**src/verilog/gsl_pkg.sv**
```systemverilog
// package of offsets, fields and types for the gpio set/clear/latch port
package gsl_pkg;
   localparam int          GSL_PINS          = 32;
   localparam int          GSL_AW            = 12;
   // register byte offsets
   localparam logic [11:0] GSL_OUT_SET       = 12'h508;
   localparam logic [11:0] GSL_OUT_CLR       = 12'h50C;
   localparam logic [11:0] GSL_IN_STATE      = 12'h510;
   localparam logic [11:0] GSL_OE_MASK       = 12'h514;
   localparam logic [11:0] GSL_OE_SET        = 12'h518;
   localparam logic [11:0] GSL_OE_CLR        = 12'h51C;
   localparam logic [11:0] GSL_HIT_LATCH     = 12'h520;
   localparam logic [11:0] GSL_WAKE_SEL      = 12'h524;
   localparam logic [11:0] GSL_INT_STATUS    = 12'h600;
   localparam logic [11:0] GSL_INT_MASK      = 12'h604;
   localparam logic [11:0] GSL_SENSE_LO      = 12'h608;
   localparam logic [11:0] GSL_SENSE_HI      = 12'h60C;
   // reset values and fields
   localparam logic [31:0] GSL_RST_ZERO      = 32'h0000_0000;
   localparam logic [31:0] GSL_UNMAPPED_RD   = 32'h0000_0000;
   localparam int          GSL_WAKE_SEL_BIT  = 0;
   localparam logic [1:0]  GSL_SENSE_OFF     = 2'h0;
   localparam logic [1:0]  GSL_SENSE_HIGH    = 2'h2;
   localparam logic [1:0]  GSL_SENSE_LOW     = 2'h3;
   localparam int          GSL_IRQ_HIT       = 0;
   localparam int          GSL_IRQ_WAKE      = 1;
   localparam int          GSL_IRQ_W         = 2;

   // one avalon request
   typedef struct packed {
      logic [11:0] address;
      logic        read;
      logic        write;
      logic [31:0] writedata;
      logic [3:0]  byteenable;
   } gsl_req_s;

   // bus answer states
   typedef enum logic [1:0] {
      GSL_ST_IDLE = 2'b01,
      GSL_ST_ACK  = 2'b10
   } gsl_state_e;
endpackage

```
**src/verilog/gsl_sense.sv**
```systemverilog
// per-pin level sense and hit latch
`timescale 1ns/1ps
`default_nettype none
module gsl_sense (
   input  wire logic        mclk_i,     // system clock
   input  wire logic        rst_i,      // async reset, high
   input  wire logic [31:0] pins_i,     // sampled pin levels
   input  wire logic [63:0] sense_cfg_i,// two bits per pin
   input  wire logic [31:0] clr_i,      // write-one clear mask
   input  wire logic        clr_we_i,   // clear strobe
   output logic      [31:0] hit_o,      // live sense per pin
   output logic      [31:0] latch_o     // latched hits
);
   logic [31:0] latch_reg;
   logic [31:0] latch_next;

   // level criterion per pin
   always_comb
   begin
      for (int i = 0; i < gsl_pkg::GSL_PINS; i++)
      begin
         case (sense_cfg_i[2*i +: 2])
            gsl_pkg::GSL_SENSE_HIGH: hit_o[i] = pins_i[i];  // [RULE11]
            gsl_pkg::GSL_SENSE_LOW:  hit_o[i] = ~pins_i[i]; // [RULE11]
            default:                 hit_o[i] = 1'b0;
         endcase
      end
   end

   // set wins over a same-cycle clear
   assign latch_next = (latch_reg & ~(clr_we_i ? clr_i : 32'h0000_0000)) | hit_o; // [RULE8] [RULE13]

   always_ff @(posedge mclk_i or posedge rst_i)
   begin
      if (rst_i)
         latch_reg <= gsl_pkg::GSL_RST_ZERO;
      else
         latch_reg <= latch_next;
   end
   assign latch_o = latch_reg;
endmodule
`default_nettype wire

```
**src/verilog/gsl_irq.sv**
```systemverilog
// sticky event status with mask and level interrupt
`timescale 1ns/1ps
`default_nettype none
module gsl_irq (
   input  wire logic       mclk_i,   // system clock
   input  wire logic       rst_i,    // async reset, high
   input  wire logic [1:0] event_i,  // event pulses
   input  wire logic [1:0] w1c_i,    // write-one clear data
   input  wire logic       w1c_we_i, // status write strobe
   input  wire logic [1:0] mask_i,   // enable mask
   output logic      [1:0] status_o, // sticky status
   output logic            irq_o     // level interrupt
);
   logic [1:0] status_reg;
   logic [1:0] status_next;

   // set wins over clear
   assign status_next = (status_reg & ~(w1c_we_i ? w1c_i : 2'h0)) | event_i;

   always_ff @(posedge mclk_i or posedge rst_i)
   begin
      if (rst_i)
         status_reg <= 2'h0;
      else
         status_reg <= status_next;
   end
   assign status_o = status_reg;
   assign irq_o    = |(status_reg & mask_i);
endmodule
`default_nettype wire

```
**src/verilog/gsl_port.sv**
```systemverilog
// top of the 32-pin gpio port with avalon register slave
// How it works
// RULE1: reading output_set or output_clear returns the output level register.
// RULE2: writing output_set drives high each output bit written as one.
// RULE3: writing output_clear drives low each output bit written as one.
// RULE4: the output_enable_mask holds one direction bit per pin, one for output, reset zero.
// RULE5: writing output_enable_set makes each pin written as one an output.
// RULE6: writing output_enable_clear makes each pin written as one an input.
// RULE7: reading output_enable_set or output_enable_clear returns the output enable mask.
// RULE8: the sense_hit_latch sets a pin bit when its level criterion is met and holds it.
// RULE9: with wake_signal_select bit 0 low, wake follows the live per-pin sense signals.
// RULE10: with wake_signal_select high, wake follows the latched hits instead.
// RULE11: the level-watch field is 0 off, 2 sense high, 3 sense low.
// RULE12: the pin_setup direction bit is the very same storage as the output enable mask.
// RULE13: writing a one to a sense_hit_latch bit clears it, zero leaves it.
// RULE14: the input register reads the sampled pin levels and ignores writes.
//
// The implementer's own choice: register access over Avalon-MM.
`timescale 1ns/1ps
`default_nettype none
module gsl_port (
   input  wire logic        mclk_i,              // 200 MHz clock
   input  wire logic        rst_i,               // async reset, high
   input  wire logic [11:0] avs_address_i,       // byte address
   input  wire logic        avs_read_i,          // read request
   input  wire logic        avs_write_i,         // write request
   input  wire logic [31:0] avs_writedata_i,     // write data
   input  wire logic [3:0]  avs_byteenable_i,    // byte lanes
   output logic      [31:0] avs_readdata_o,      // read data
   output logic             avs_waitrequest_o,   // stall
   input  wire logic [31:0] pin_in_i,            // pin levels
   output logic      [31:0] pin_out_o,           // pin drive level
   output logic      [31:0] pin_oe_n_o,          // drive enable, low drives
   input  wire logic [31:0] pin_setup_dir_i,     // pin_setup direction data
   input  wire logic [31:0] pin_setup_dir_we_i,  // pin_setup direction write
   output logic      [31:0] pin_setup_dir_o,     // pin_setup direction read
   output logic             wake_o,              // port wake signal
   output logic             irq_o                // level interrupt
);
   gsl_pkg::gsl_req_s   req;
   gsl_pkg::gsl_state_e state_reg;
   gsl_pkg::gsl_state_e state_next;
   logic [31:0] out_reg;
   logic [31:0] out_next;
   logic [31:0] oe_reg;
   logic [31:0] oe_next;
   logic [31:0] in_reg;
   logic        wsel_reg;
   logic [1:0]  imask_reg;
   logic [63:0] sense_reg;
   logic [31:0] rdata_reg;
   logic [31:0] rdata_next;
   logic [31:0] wmask;
   logic [31:0] wbits;
   logic [31:0] hit;
   logic [31:0] latch;
   logic [1:0]  istatus;
   logic [1:0]  events;
   logic        wake_next;
   logic        wake_reg;
   logic        take;
   logic        wr;
   logic        rd;
   wire  logic  w_oset   = wr && req.address == gsl_pkg::GSL_OUT_SET;
   wire  logic  w_oclr   = wr && req.address == gsl_pkg::GSL_OUT_CLR;
   wire  logic  w_oe     = wr && req.address == gsl_pkg::GSL_OE_MASK;
   wire  logic  w_oeset  = wr && req.address == gsl_pkg::GSL_OE_SET;
   wire  logic  w_oeclr  = wr && req.address == gsl_pkg::GSL_OE_CLR;
   wire  logic  w_latch  = wr && req.address == gsl_pkg::GSL_HIT_LATCH;
   wire  logic  w_wsel   = wr && req.address == gsl_pkg::GSL_WAKE_SEL;
   wire  logic  w_istat  = wr && req.address == gsl_pkg::GSL_INT_STATUS;
   wire  logic  w_imask  = wr && req.address == gsl_pkg::GSL_INT_MASK;
   wire  logic  w_slo    = wr && req.address == gsl_pkg::GSL_SENSE_LO;
   wire  logic  w_shi    = wr && req.address == gsl_pkg::GSL_SENSE_HI;

   // expand byte enables to a bit mask
   function automatic logic [31:0] be_mask(input logic [3:0] be);
      logic [31:0] m;
      m = 32'h0000_0000;
      for (int b = 0; b < 4; b++)
         m[8*b +: 8] = {8{be[b]}};
      return m;
   endfunction

   // merge a masked write into a register
   function automatic logic [31:0] merge(input logic [31:0] old, input logic [31:0] d,
                                         input logic [31:0] m);
      return (old & ~m) | (d & m);
   endfunction

   // request bundle
   assign req.address    = avs_address_i;
   assign req.read       = avs_read_i;
   assign req.write      = avs_write_i;
   assign req.writedata  = avs_writedata_i;
   assign req.byteenable = avs_byteenable_i;

   // one wait cycle, then accept on the ack state
   assign take  = state_reg == gsl_pkg::GSL_ST_ACK;
   assign wr    = take && req.write;
   assign rd    = take && req.read;
   assign wmask = be_mask(req.byteenable);
   assign wbits = req.writedata & wmask;
   assign avs_waitrequest_o = (req.read || req.write) && !take;

   always_comb
   begin
      case (state_reg)
         gsl_pkg::GSL_ST_IDLE: state_next = (req.read || req.write) ? gsl_pkg::GSL_ST_ACK
                                                                     : gsl_pkg::GSL_ST_IDLE;
         gsl_pkg::GSL_ST_ACK:  state_next = gsl_pkg::GSL_ST_IDLE;
         default:              state_next = gsl_pkg::GSL_ST_IDLE;
      endcase
   end

   // output level: set and clear by written ones
   assign out_next = w_oset ? (out_reg | wbits)            // [RULE2]
                   : w_oclr ? (out_reg & ~wbits)           // [RULE3]
                   : out_reg;

   // direction: one storage for mask, set, clear and pin_setup
   assign oe_next = w_oe    ? merge(oe_reg, req.writedata, wmask)  // [RULE4]
                  : w_oeset ? (oe_reg | wbits)                     // [RULE5]
                  : w_oeclr ? (oe_reg & ~wbits)                    // [RULE6]
                  : merge(oe_reg, pin_setup_dir_i, pin_setup_dir_we_i); // [RULE12]

   // read data selection
   assign rdata_next =
        (req.address == gsl_pkg::GSL_OUT_SET || req.address == gsl_pkg::GSL_OUT_CLR) ? out_reg // [RULE1]
      : (req.address == gsl_pkg::GSL_IN_STATE)   ? in_reg                                      // [RULE14]
      : (req.address == gsl_pkg::GSL_OE_MASK || req.address == gsl_pkg::GSL_OE_SET
         || req.address == gsl_pkg::GSL_OE_CLR)  ? oe_reg                                      // [RULE7]
      : (req.address == gsl_pkg::GSL_HIT_LATCH)  ? latch
      : (req.address == gsl_pkg::GSL_WAKE_SEL)   ? {31'h0000_0000, wsel_reg}
      : (req.address == gsl_pkg::GSL_INT_STATUS) ? {30'h0000_0000, istatus}
      : (req.address == gsl_pkg::GSL_INT_MASK)   ? {30'h0000_0000, imask_reg}
      : (req.address == gsl_pkg::GSL_SENSE_LO)   ? sense_reg[31:0]
      : (req.address == gsl_pkg::GSL_SENSE_HI)   ? sense_reg[63:32]
      : gsl_pkg::GSL_UNMAPPED_RD;

   // wake source select
   assign wake_next = wsel_reg ? |latch  // [RULE10]
                               : |hit;   // [RULE9]

   // rising wake and new latch hits raise events
   assign events[gsl_pkg::GSL_IRQ_HIT]  = |(hit & ~latch);
   assign events[gsl_pkg::GSL_IRQ_WAKE] = wake_next && !wake_reg;

   // bus state and data registers
   always_ff @(posedge mclk_i or posedge rst_i)
   begin
      if (rst_i)
      begin
         state_reg <= gsl_pkg::GSL_ST_IDLE;
         out_reg   <= gsl_pkg::GSL_RST_ZERO;
         oe_reg    <= gsl_pkg::GSL_RST_ZERO;
         rdata_reg <= gsl_pkg::GSL_RST_ZERO;
         in_reg    <= gsl_pkg::GSL_RST_ZERO;
         wake_reg  <= 1'b0;
      end
      else
      begin
         state_reg <= state_next;
         out_reg   <= out_next;
         oe_reg    <= oe_next;
         in_reg    <= pin_in_i;   // [RULE14]
         wake_reg  <= wake_next;
         if (!take)
            rdata_reg <= rdata_next;
      end
   end

   // configuration registers
   always_ff @(posedge mclk_i or posedge rst_i)
   begin
      if (rst_i)
      begin
         wsel_reg  <= 1'b0;
         imask_reg <= 2'h0;
         sense_reg <= 64'h0000_0000_0000_0000;
      end
      else
      begin
         if (w_wsel && req.byteenable[0])
            wsel_reg <= req.writedata[gsl_pkg::GSL_WAKE_SEL_BIT];
         if (w_imask && req.byteenable[0])
            imask_reg <= req.writedata[1:0];
         if (w_slo)
            sense_reg[31:0] <= merge(sense_reg[31:0], req.writedata, wmask);
         if (w_shi)
            sense_reg[63:32] <= merge(sense_reg[63:32], req.writedata, wmask);
      end
   end

   gsl_sense u_sense (
      .mclk_i      (mclk_i),
      .rst_i       (rst_i),
      .pins_i      (in_reg),
      .sense_cfg_i (sense_reg),
      .clr_i       (wbits),
      .clr_we_i    (w_latch),
      .hit_o       (hit),
      .latch_o     (latch)
   );

   gsl_irq u_irq (
      .mclk_i   (mclk_i),
      .rst_i    (rst_i),
      .event_i  (events),
      .w1c_i    (req.writedata[1:0]),
      .w1c_we_i (w_istat && req.byteenable[0]),
      .mask_i   (imask_reg),
      .status_o (istatus),
      .irq_o    (irq_o)
   );

   assign avs_readdata_o  = rdata_reg;
   assign pin_out_o       = out_reg;
   assign pin_oe_n_o      = ~oe_reg;
   assign pin_setup_dir_o = oe_reg;
   assign wake_o          = wake_reg;
endmodule
`default_nettype wire

```
**config.mk**
```make
export PLATFORM = sky130hd
export DESIGN_NAME = gsl_port
export DESIGN_NICKNAME = d
export VERILOG_FILES = /design/src/verilog/gsl_pkg.sv /design/src/verilog/gsl_sense.sv /design/src/verilog/gsl_irq.sv /design/src/verilog/gsl_port.sv
export SDC_FILE = /design/constraint.sdc
export NUM_CORES = 1
export LEC_CHECK = 0
export BUFFER_PORTS_ARGS = -buffer_cell sky130_fd_sc_hd__buf_2
export CORE_ASPECT_RATIO = 0.7
export CORE_MARGIN = 5
export CORE_UTILIZATION = 41
export DETAILED_ROUTE_END_ITERATION = 7
export PLACE_DENSITY = 0.61
export SETUP_SLACK_MARGIN = 0.02
export SLEW_MARGIN = 20
export SYNTH_ARGS = -nofsm -noshare
export SYNTH_HDL_FRONTEND = slang
export SYNTH_HIERARCHICAL = 1
export SYNTH_SLANG_ARGS = --single-unit
```
**constraint.sdc**
```tcl
create_clock -name mclk_i -period 7.05 [get_ports mclk_i]
set_clock_uncertainty 0.1 [all_clocks]
set_input_delay 0 -clock mclk_i [delete_from_list [all_inputs] [get_ports mclk_i]]
set_output_delay 0 -clock mclk_i [all_outputs]
set_load 0.03 [all_outputs]
```
# Yosys cells after proc, flatten, opt, wreduce, memory -nomap -nowiden
# Index checks and enable logic that the tools add are counted.
[word_totals]
regBits = 232
input_bits = 148
out_inout_bits = 131
word_cells = 228
[classes]
n_eq_ne = 78
mux = 51
bitwise = 59
reduce_logical = 28
[op_table]
columns = ["operator", "n"]
rows = [
  ["32-bit 2-to-1 mux", 15],
  ["32-bit bitwise AND", 10],
  ["32-bit OR", 7],
  ["32-bit inverter", 6],
  ["12-bit by 11-bit equality test with 1-bit output (second input constant)", 12],
  ["2-bit equality test (second input constant)", 65],
  ["32-bit OR reduction", 3],
  ["1-bit one-hot mux with 2 select lines", 32],
  ["1-bit inverter", 32],
  ["1-bit logical AND", 17],
  ["2-bit 2-to-1 mux", 3],
  ["2-bit bitwise AND", 2],
  ["1-bit logical OR", 4],
  ["2-bit by 1-bit equality test with 1-bit output (second input constant)", 1],
  ["1-bit logical NOT", 2],
  ["2-bit inverter", 1],
  ["2-bit OR", 1],
  ["2-bit nonzero test", 1],
  ["2-bit OR reduction", 1],
  ["1-bit 2-to-1 mux", 1],
]

# Longest topological paths before layout
[depth]
depth_word = 10
depth_mapped = 8
mapped_depth_nobuf = 8

# Hierarchy
# The synthesis kept the hierarchy.
[modules_own_cells]
columns = ["mod", "instances", "cells_each", "area_each_um2"]
rows = [
  ["gsl_port", 1, 1100, 10621.4],
  ["gsl_sense", 1, 164, 1719.1],
  ["gsl_irq", 1, 8, 85.1],
]

# Worst setup path after synthesis
# No wires, ideal clock.
[synth_timing]
path_type = "register to register"
startpoint = "register state_reg[0]"
endpoint = "register (tool-made name)"
setup_time_ns = 0.120
t_arrival_ns = 1.869
t_required_ns = 6.830
slack_ns = 4.961
path_stages_with_launch = 8
cell_sequence = "dfstp_2 -> and4b_1 -> clkbuf_1 -> nand4_1 -> clkbuf_1 -> clkbuf_1 -> o221ai_1 -> a31o_2"
[synth_lines]
columns = ["item", "line", "text"]
rows = [
  ["start: declaration", "gsl_port.sv:41", "gsl_pkg::gsl_state_e state_reg;"],
  ["start signal: assignment", "gsl_port.sv:154", "state_reg <= gsl_pkg::GSL_ST_IDLE;"],
  ["start signal: assignment", "gsl_port.sv:163", "state_reg <= state_next;"],
]

==> run_summary.xml <==
<?xml version="1.0" encoding="UTF-8"?>
<metrics>
  <group name="routing">
    <metric name="routed_vias_inst" unit="">5.949</metric>
    <metric name="routed_length_per_placed_instance" unit="microns">25.18</metric>
    <metric name="drt-total-wl" unit="microns">52660</metric>
    <metric name="vias" unit="">12440</metric>
    <metric name="drt-pass1-iter-count" unit="">5</metric>
    <metric name="drt_iter0_drc" unit="">1293</metric>
    <metric name="antenna_left" unit="">0</metric>
    <metric name="detail_route.drc_violations" unit="">0</metric>
  </group>
  <group name="yosys">
    <metric name="post_synth_most_frequent_cells" unit="">dfrtp_1 (231), nand2_1 (99), inv_1 (91)</metric>
    <metric name="most_frequent_cell_after_synthesis" unit="">dfrtp_1</metric>
    <metric name="post_synth_edffs" unit="">0</metric>
    <metric name="synth-warning-count" unit="">6</metric>
    <metric name="synthDistinctLibCells" unit="">63</metric>
    <metric name="synth_nets" unit="">1420</metric>
    <metric name="post_synth_instance_area" unit="sq um">12430</metric>
    <metric name="post-synth-top-area-fraction" unit="%">46.52</metric>
    <metric name="synth_top_cells_by_area" unit="">dfrtp_1 (47%), mux2_2 (6.1%), o211ai_1 (3.6%)</metric>
    <metric name="synth_async_sr_flop_share" unit="%">100.0</metric>
    <metric name="flip_flop_and_latch_count_after_synthesis" unit="">232</metric>
    <metric name="synth.yosys.seq_area_share" unit="%">46.73</metric>
    <metric name="synth_top_cell_by_area" unit="">dfrtp_1</metric>
    <metric name="synthesis.area_per_instance" unit="sq um">9.769</metric>
    <metric name="synthFlopType" unit="">dfrtp_1</metric>
    <metric name="netlist_instances" unit="">1272</metric>
  </group>
  <group name="global_routing">
    <metric name="grt_pass1_wl" unit="microns">78140</metric>
    <metric name="grt_pass1_vias" unit="">12430</metric>
    <metric name="maximum_number_of_pins_on_one_net_before_global_route_repair" unit="">126</metric>
    <metric name="grt-ovfl-total" unit="">0</metric>
    <metric name="grt_util_all_layers" unit="%">29.90</metric>
    <metric name="grt_antenna_before_repair" unit="">1</metric>
  </group>
  <group name="setup_path">
    <metric name="critPathRequiredTime" unit="ns">7.36</metric>
    <metric name="r2r_setup_slack" unit="ns">3.23</metric>
    <metric name="timing.critical_path.cells" unit="">dlygate4sd3_1 &gt; buf_2 &gt; nor4bb_4 &gt; buf_4 &gt; nand4_2 &gt; nor2_2 &gt; buf_4 &gt; o221ai_1 &gt; a31o_2 &gt; dlygate4sd3_1</metric>
    <metric name="critical_path.startpoint" unit="">avs_address_i[8]</metric>
    <metric name="critical-path-slowest-cell" unit="">nand4_2</metric>
    <metric name="worstSetupStartpointType" unit="">primary input</metric>
    <metric name="end_kind" unit="">register</metric>
    <metric name="cp_max_fanout" unit="">43</metric>
    <metric name="cp.arrival" unit="ns">4.22</metric>
    <metric name="worst-path-stages" unit="">10</metric>
    <metric name="max_stage_delay" unit="ns">1.03</metric>
    <metric name="timing.rr.start" unit="">state_reg[0]</metric>
    <metric name="rr_worst_depth" unit="">6</metric>
    <metric name="critPathBufInv" unit="">5</metric>
    <metric name="cp_top_family" unit="">buffers and inverters</metric>
    <metric name="worst-setup-path-type" unit="">primary input to register</metric>
  </group>
  <group name="min_path">
    <metric name="min_path_type" unit="">primary input to register</metric>
  </group>
  <group name="floorplanning">
    <metric name="initial_utilization" unit="%">41.46</metric>
    <metric name="die-height" unit="microns">155.7</metric>
    <metric name="die-area" unit="sq um">33940</metric>
    <metric name="num_io_pins" unit="">279</metric>
    <metric name="cell_rows" unit="">53</metric>
    <metric name="die_w" unit="microns">218.1</metric>
    <metric name="core_region_area" unit="sq um">29970</metric>
  </group>
  <group name="pwr">
    <metric name="power.leakage" unit="nW">7.903</metric>
    <metric name="power_density" unit="nW/um^2">221.3</metric>
    <metric name="p_clk_share" unit="%">36.9</metric>
    <metric name="peakVddDrop" unit="mV">0.1339</metric>
    <metric name="power.combinational.fraction" unit="%">22.8</metric>
    <metric name="power.switching_fraction" unit="%">31.61</metric>
    <metric name="power_switching" unit="mW">1.155</metric>
    <metric name="cellInternalPower" unit="mW">2.499</metric>
    <metric name="pwr-share-seq" unit="%">40.3</metric>
  </group>
  <group name="timing">
    <metric name="worst_slew_pin_slew" unit="ns">1.169</metric>
    <metric name="setup_violations" unit="">0</metric>
    <metric name="fin_crit_sh" unit="%">55.39</metric>
    <metric name="hold-worst-slack" unit="ns">0.006510</metric>
    <metric name="hold_viol" unit="">0</metric>
    <metric name="postLayoutSetupSlackWorst" unit="ns">3.145</metric>
    <metric name="unrepaired_setup_endpoints_after_global_routing" unit="">false</metric>
    <metric name="setup_tns" unit="ns">0</metric>
    <metric name="maxSlewViolCount" unit="">0</metric>
    <metric name="timing.slew.headroom" unit="%">21.87</metric>
    <metric name="max_freq" unit="MHz">256.1</metric>
    <metric name="final_period_minus_worst_setup_slack" unit="ns">3.905</metric>
  </group>
  <group name="clock_network">
    <metric name="h-tree-depth" unit="">1</metric>
    <metric name="clk_pin_slew" unit="ns">0.06</metric>
    <metric name="cts_buffers" unit="">25</metric>
    <metric name="tritoncts" unit="">done</metric>
    <metric name="worstSkewPairLatency" unit="ns">0.53</metric>
    <metric name="tritoncts_num_sinks" unit="">232</metric>
    <metric name="clock_tree.buffer_depth" unit="">3</metric>
    <metric name="clk_root_buffer_cell" unit="">clkbuf_16</metric>
    <metric name="cts_post_setup_buffers_inserted" unit="">0</metric>
  </group>
  <group name="finish">
    <metric name="finalNetCount" unit="">1809</metric>
    <metric name="fin_area" unit="sq um">16510</metric>
    <metric name="final_layout_size_suffix_gt1_share" unit="%">25.57</metric>
    <metric name="area_delta_synth_final" unit="%">32.87</metric>
    <metric name="fin_util" unit="%">55.08</metric>
  </group>
  <group name="placed_design">
    <metric name="hpwl" unit="microns">36920</metric>
    <metric name="gp_routability_congestion" unit="">0.9621</metric>
    <metric name="place_area" unit="sq um">14120</metric>
    <metric name="pre_cts_ws" unit="ns">3.722</metric>
    <metric name="port-buffer-count" unit="">278</metric>
  </group>
  <group name="status">
    <metric name="status" unit="">finished clean</metric>
  </group>
  <group name="job">
    <metric name="drv_cap" unit="">0</metric>
  </group>
</metrics>
layer usage:
metal / vias to the layer above / GRT usage, % / wire (microns) / part of all wire [%]
met5: - / 1.528 / 69 / 0.13
met4: 2 / 6.575 / 1159 / 2.2
met1: 6130 / 44.35 / 23620 / 45
li1: 5515 / - / - / -
met2: 710 / 44.38 / 22340 / 42
met3: 83 / 7.410 / 5465 / 10
worst register-to-register path: stages (launching register included):
cell,delay (ns)
dfstp_2,0.39
and3b_1,0.74
nand4_1,0.83
nand2_1,0.69
o22ai_1,0.17
a31o_2,0.23
dlygate4sd3_1,0.55
final cells by class:
class                   count  area, sq um
multi-input cells         863         5956
well taps                 412        515.5
repair buffers            448         3060
clock inverters             9        126.4
inverters                  91        349.1
clock buffers              35        693.2
flip-flops and latches    232         5807
diodes                      1        2.502
fillers                  2771        13460
worst min path at each step:
stage                     slack, ns                end  depth (start not counted)         start
after detailed placement      -0.16  u_irq/status_o[0]                          2         rst_i
after global placement        -0.16  u_irq/status_o[1]                          2         rst_i
after CTS                    0.0006         in_reg[26]                          2  pin_in_i[26]
final                         0.007          in_reg[4]                          2   pin_in_i[4]
after floorplan               -0.36  u_irq/status_o[0]                          1         rst_i
after global routing          0.001          in_reg[4]                          2   pin_in_i[4]
metrics by stage:
step | total power, mW | instances
finish | 3.654 | 2091
detailed placement | 2.246 | 1890
global route | 3.793 | 2090
floorplan | 1.951 | 1272
global placement | 2.234 | 1890
CTS | 3.666 | 2090
cell usage in the layout (no fill, tap or decap), drive strengths merged, types with 3 or more instances in the layout:
master and count:
o31ai 22, nor3 16, nand2 99, o22ai 51, and2 42, nor4 23, o22a 12, nor3b 3
nand4 40, a211oi 5, o21ai 74, nor2b 4, nor2 69, nor4b 3, a21o 3, a21oi 33
o211ai 60, o221ai 5, nand3 21, inv 92, mux2i 31, buf 292, a221oi 36, dlygate4sd3 156
mux2 67, bufinv 3, a22o 48, a22oi 4, a2bb2oi 6, or2 6, clkbuf 35, and3 12
xnor2 6, dfrtp 231, xor2 34, and4 4, a31o 5, clkinv 4
logic make-up (layout without fill, tap and decap cells):
logic type,after synthesis,count (layout),synth area share [%]
buffers and inverters,177,583,5.760
other,0,1,0
AO/OA/AOI/OAI,372,372,21.02
multiplexers,100,100,8.932
flip-flops,232,232,46.73
AND/OR/NAND/NOR,351,351,14.74
XOR/XNOR,40,40,2.819
repair_timing:
action	CTS	global route
hold buffers	156	0
hold endpoints to repair	352	0
resized for setup	0	0
power by group through the flow:
stage	sequential, mW	clock [mW]	combinational (mW)
3_3_place_gp	1.49	0	0.743
5_1_grt	1.48	1.42	0.894
2_1_floorplan	1.58	0	0.371
3_5_place_dp	1.49	0	0.753
6_report	1.47	1.35	0.833
4_1_cts	1.47	1.37	0.829
No activity file was read; power rests on OpenSTA's default activity.
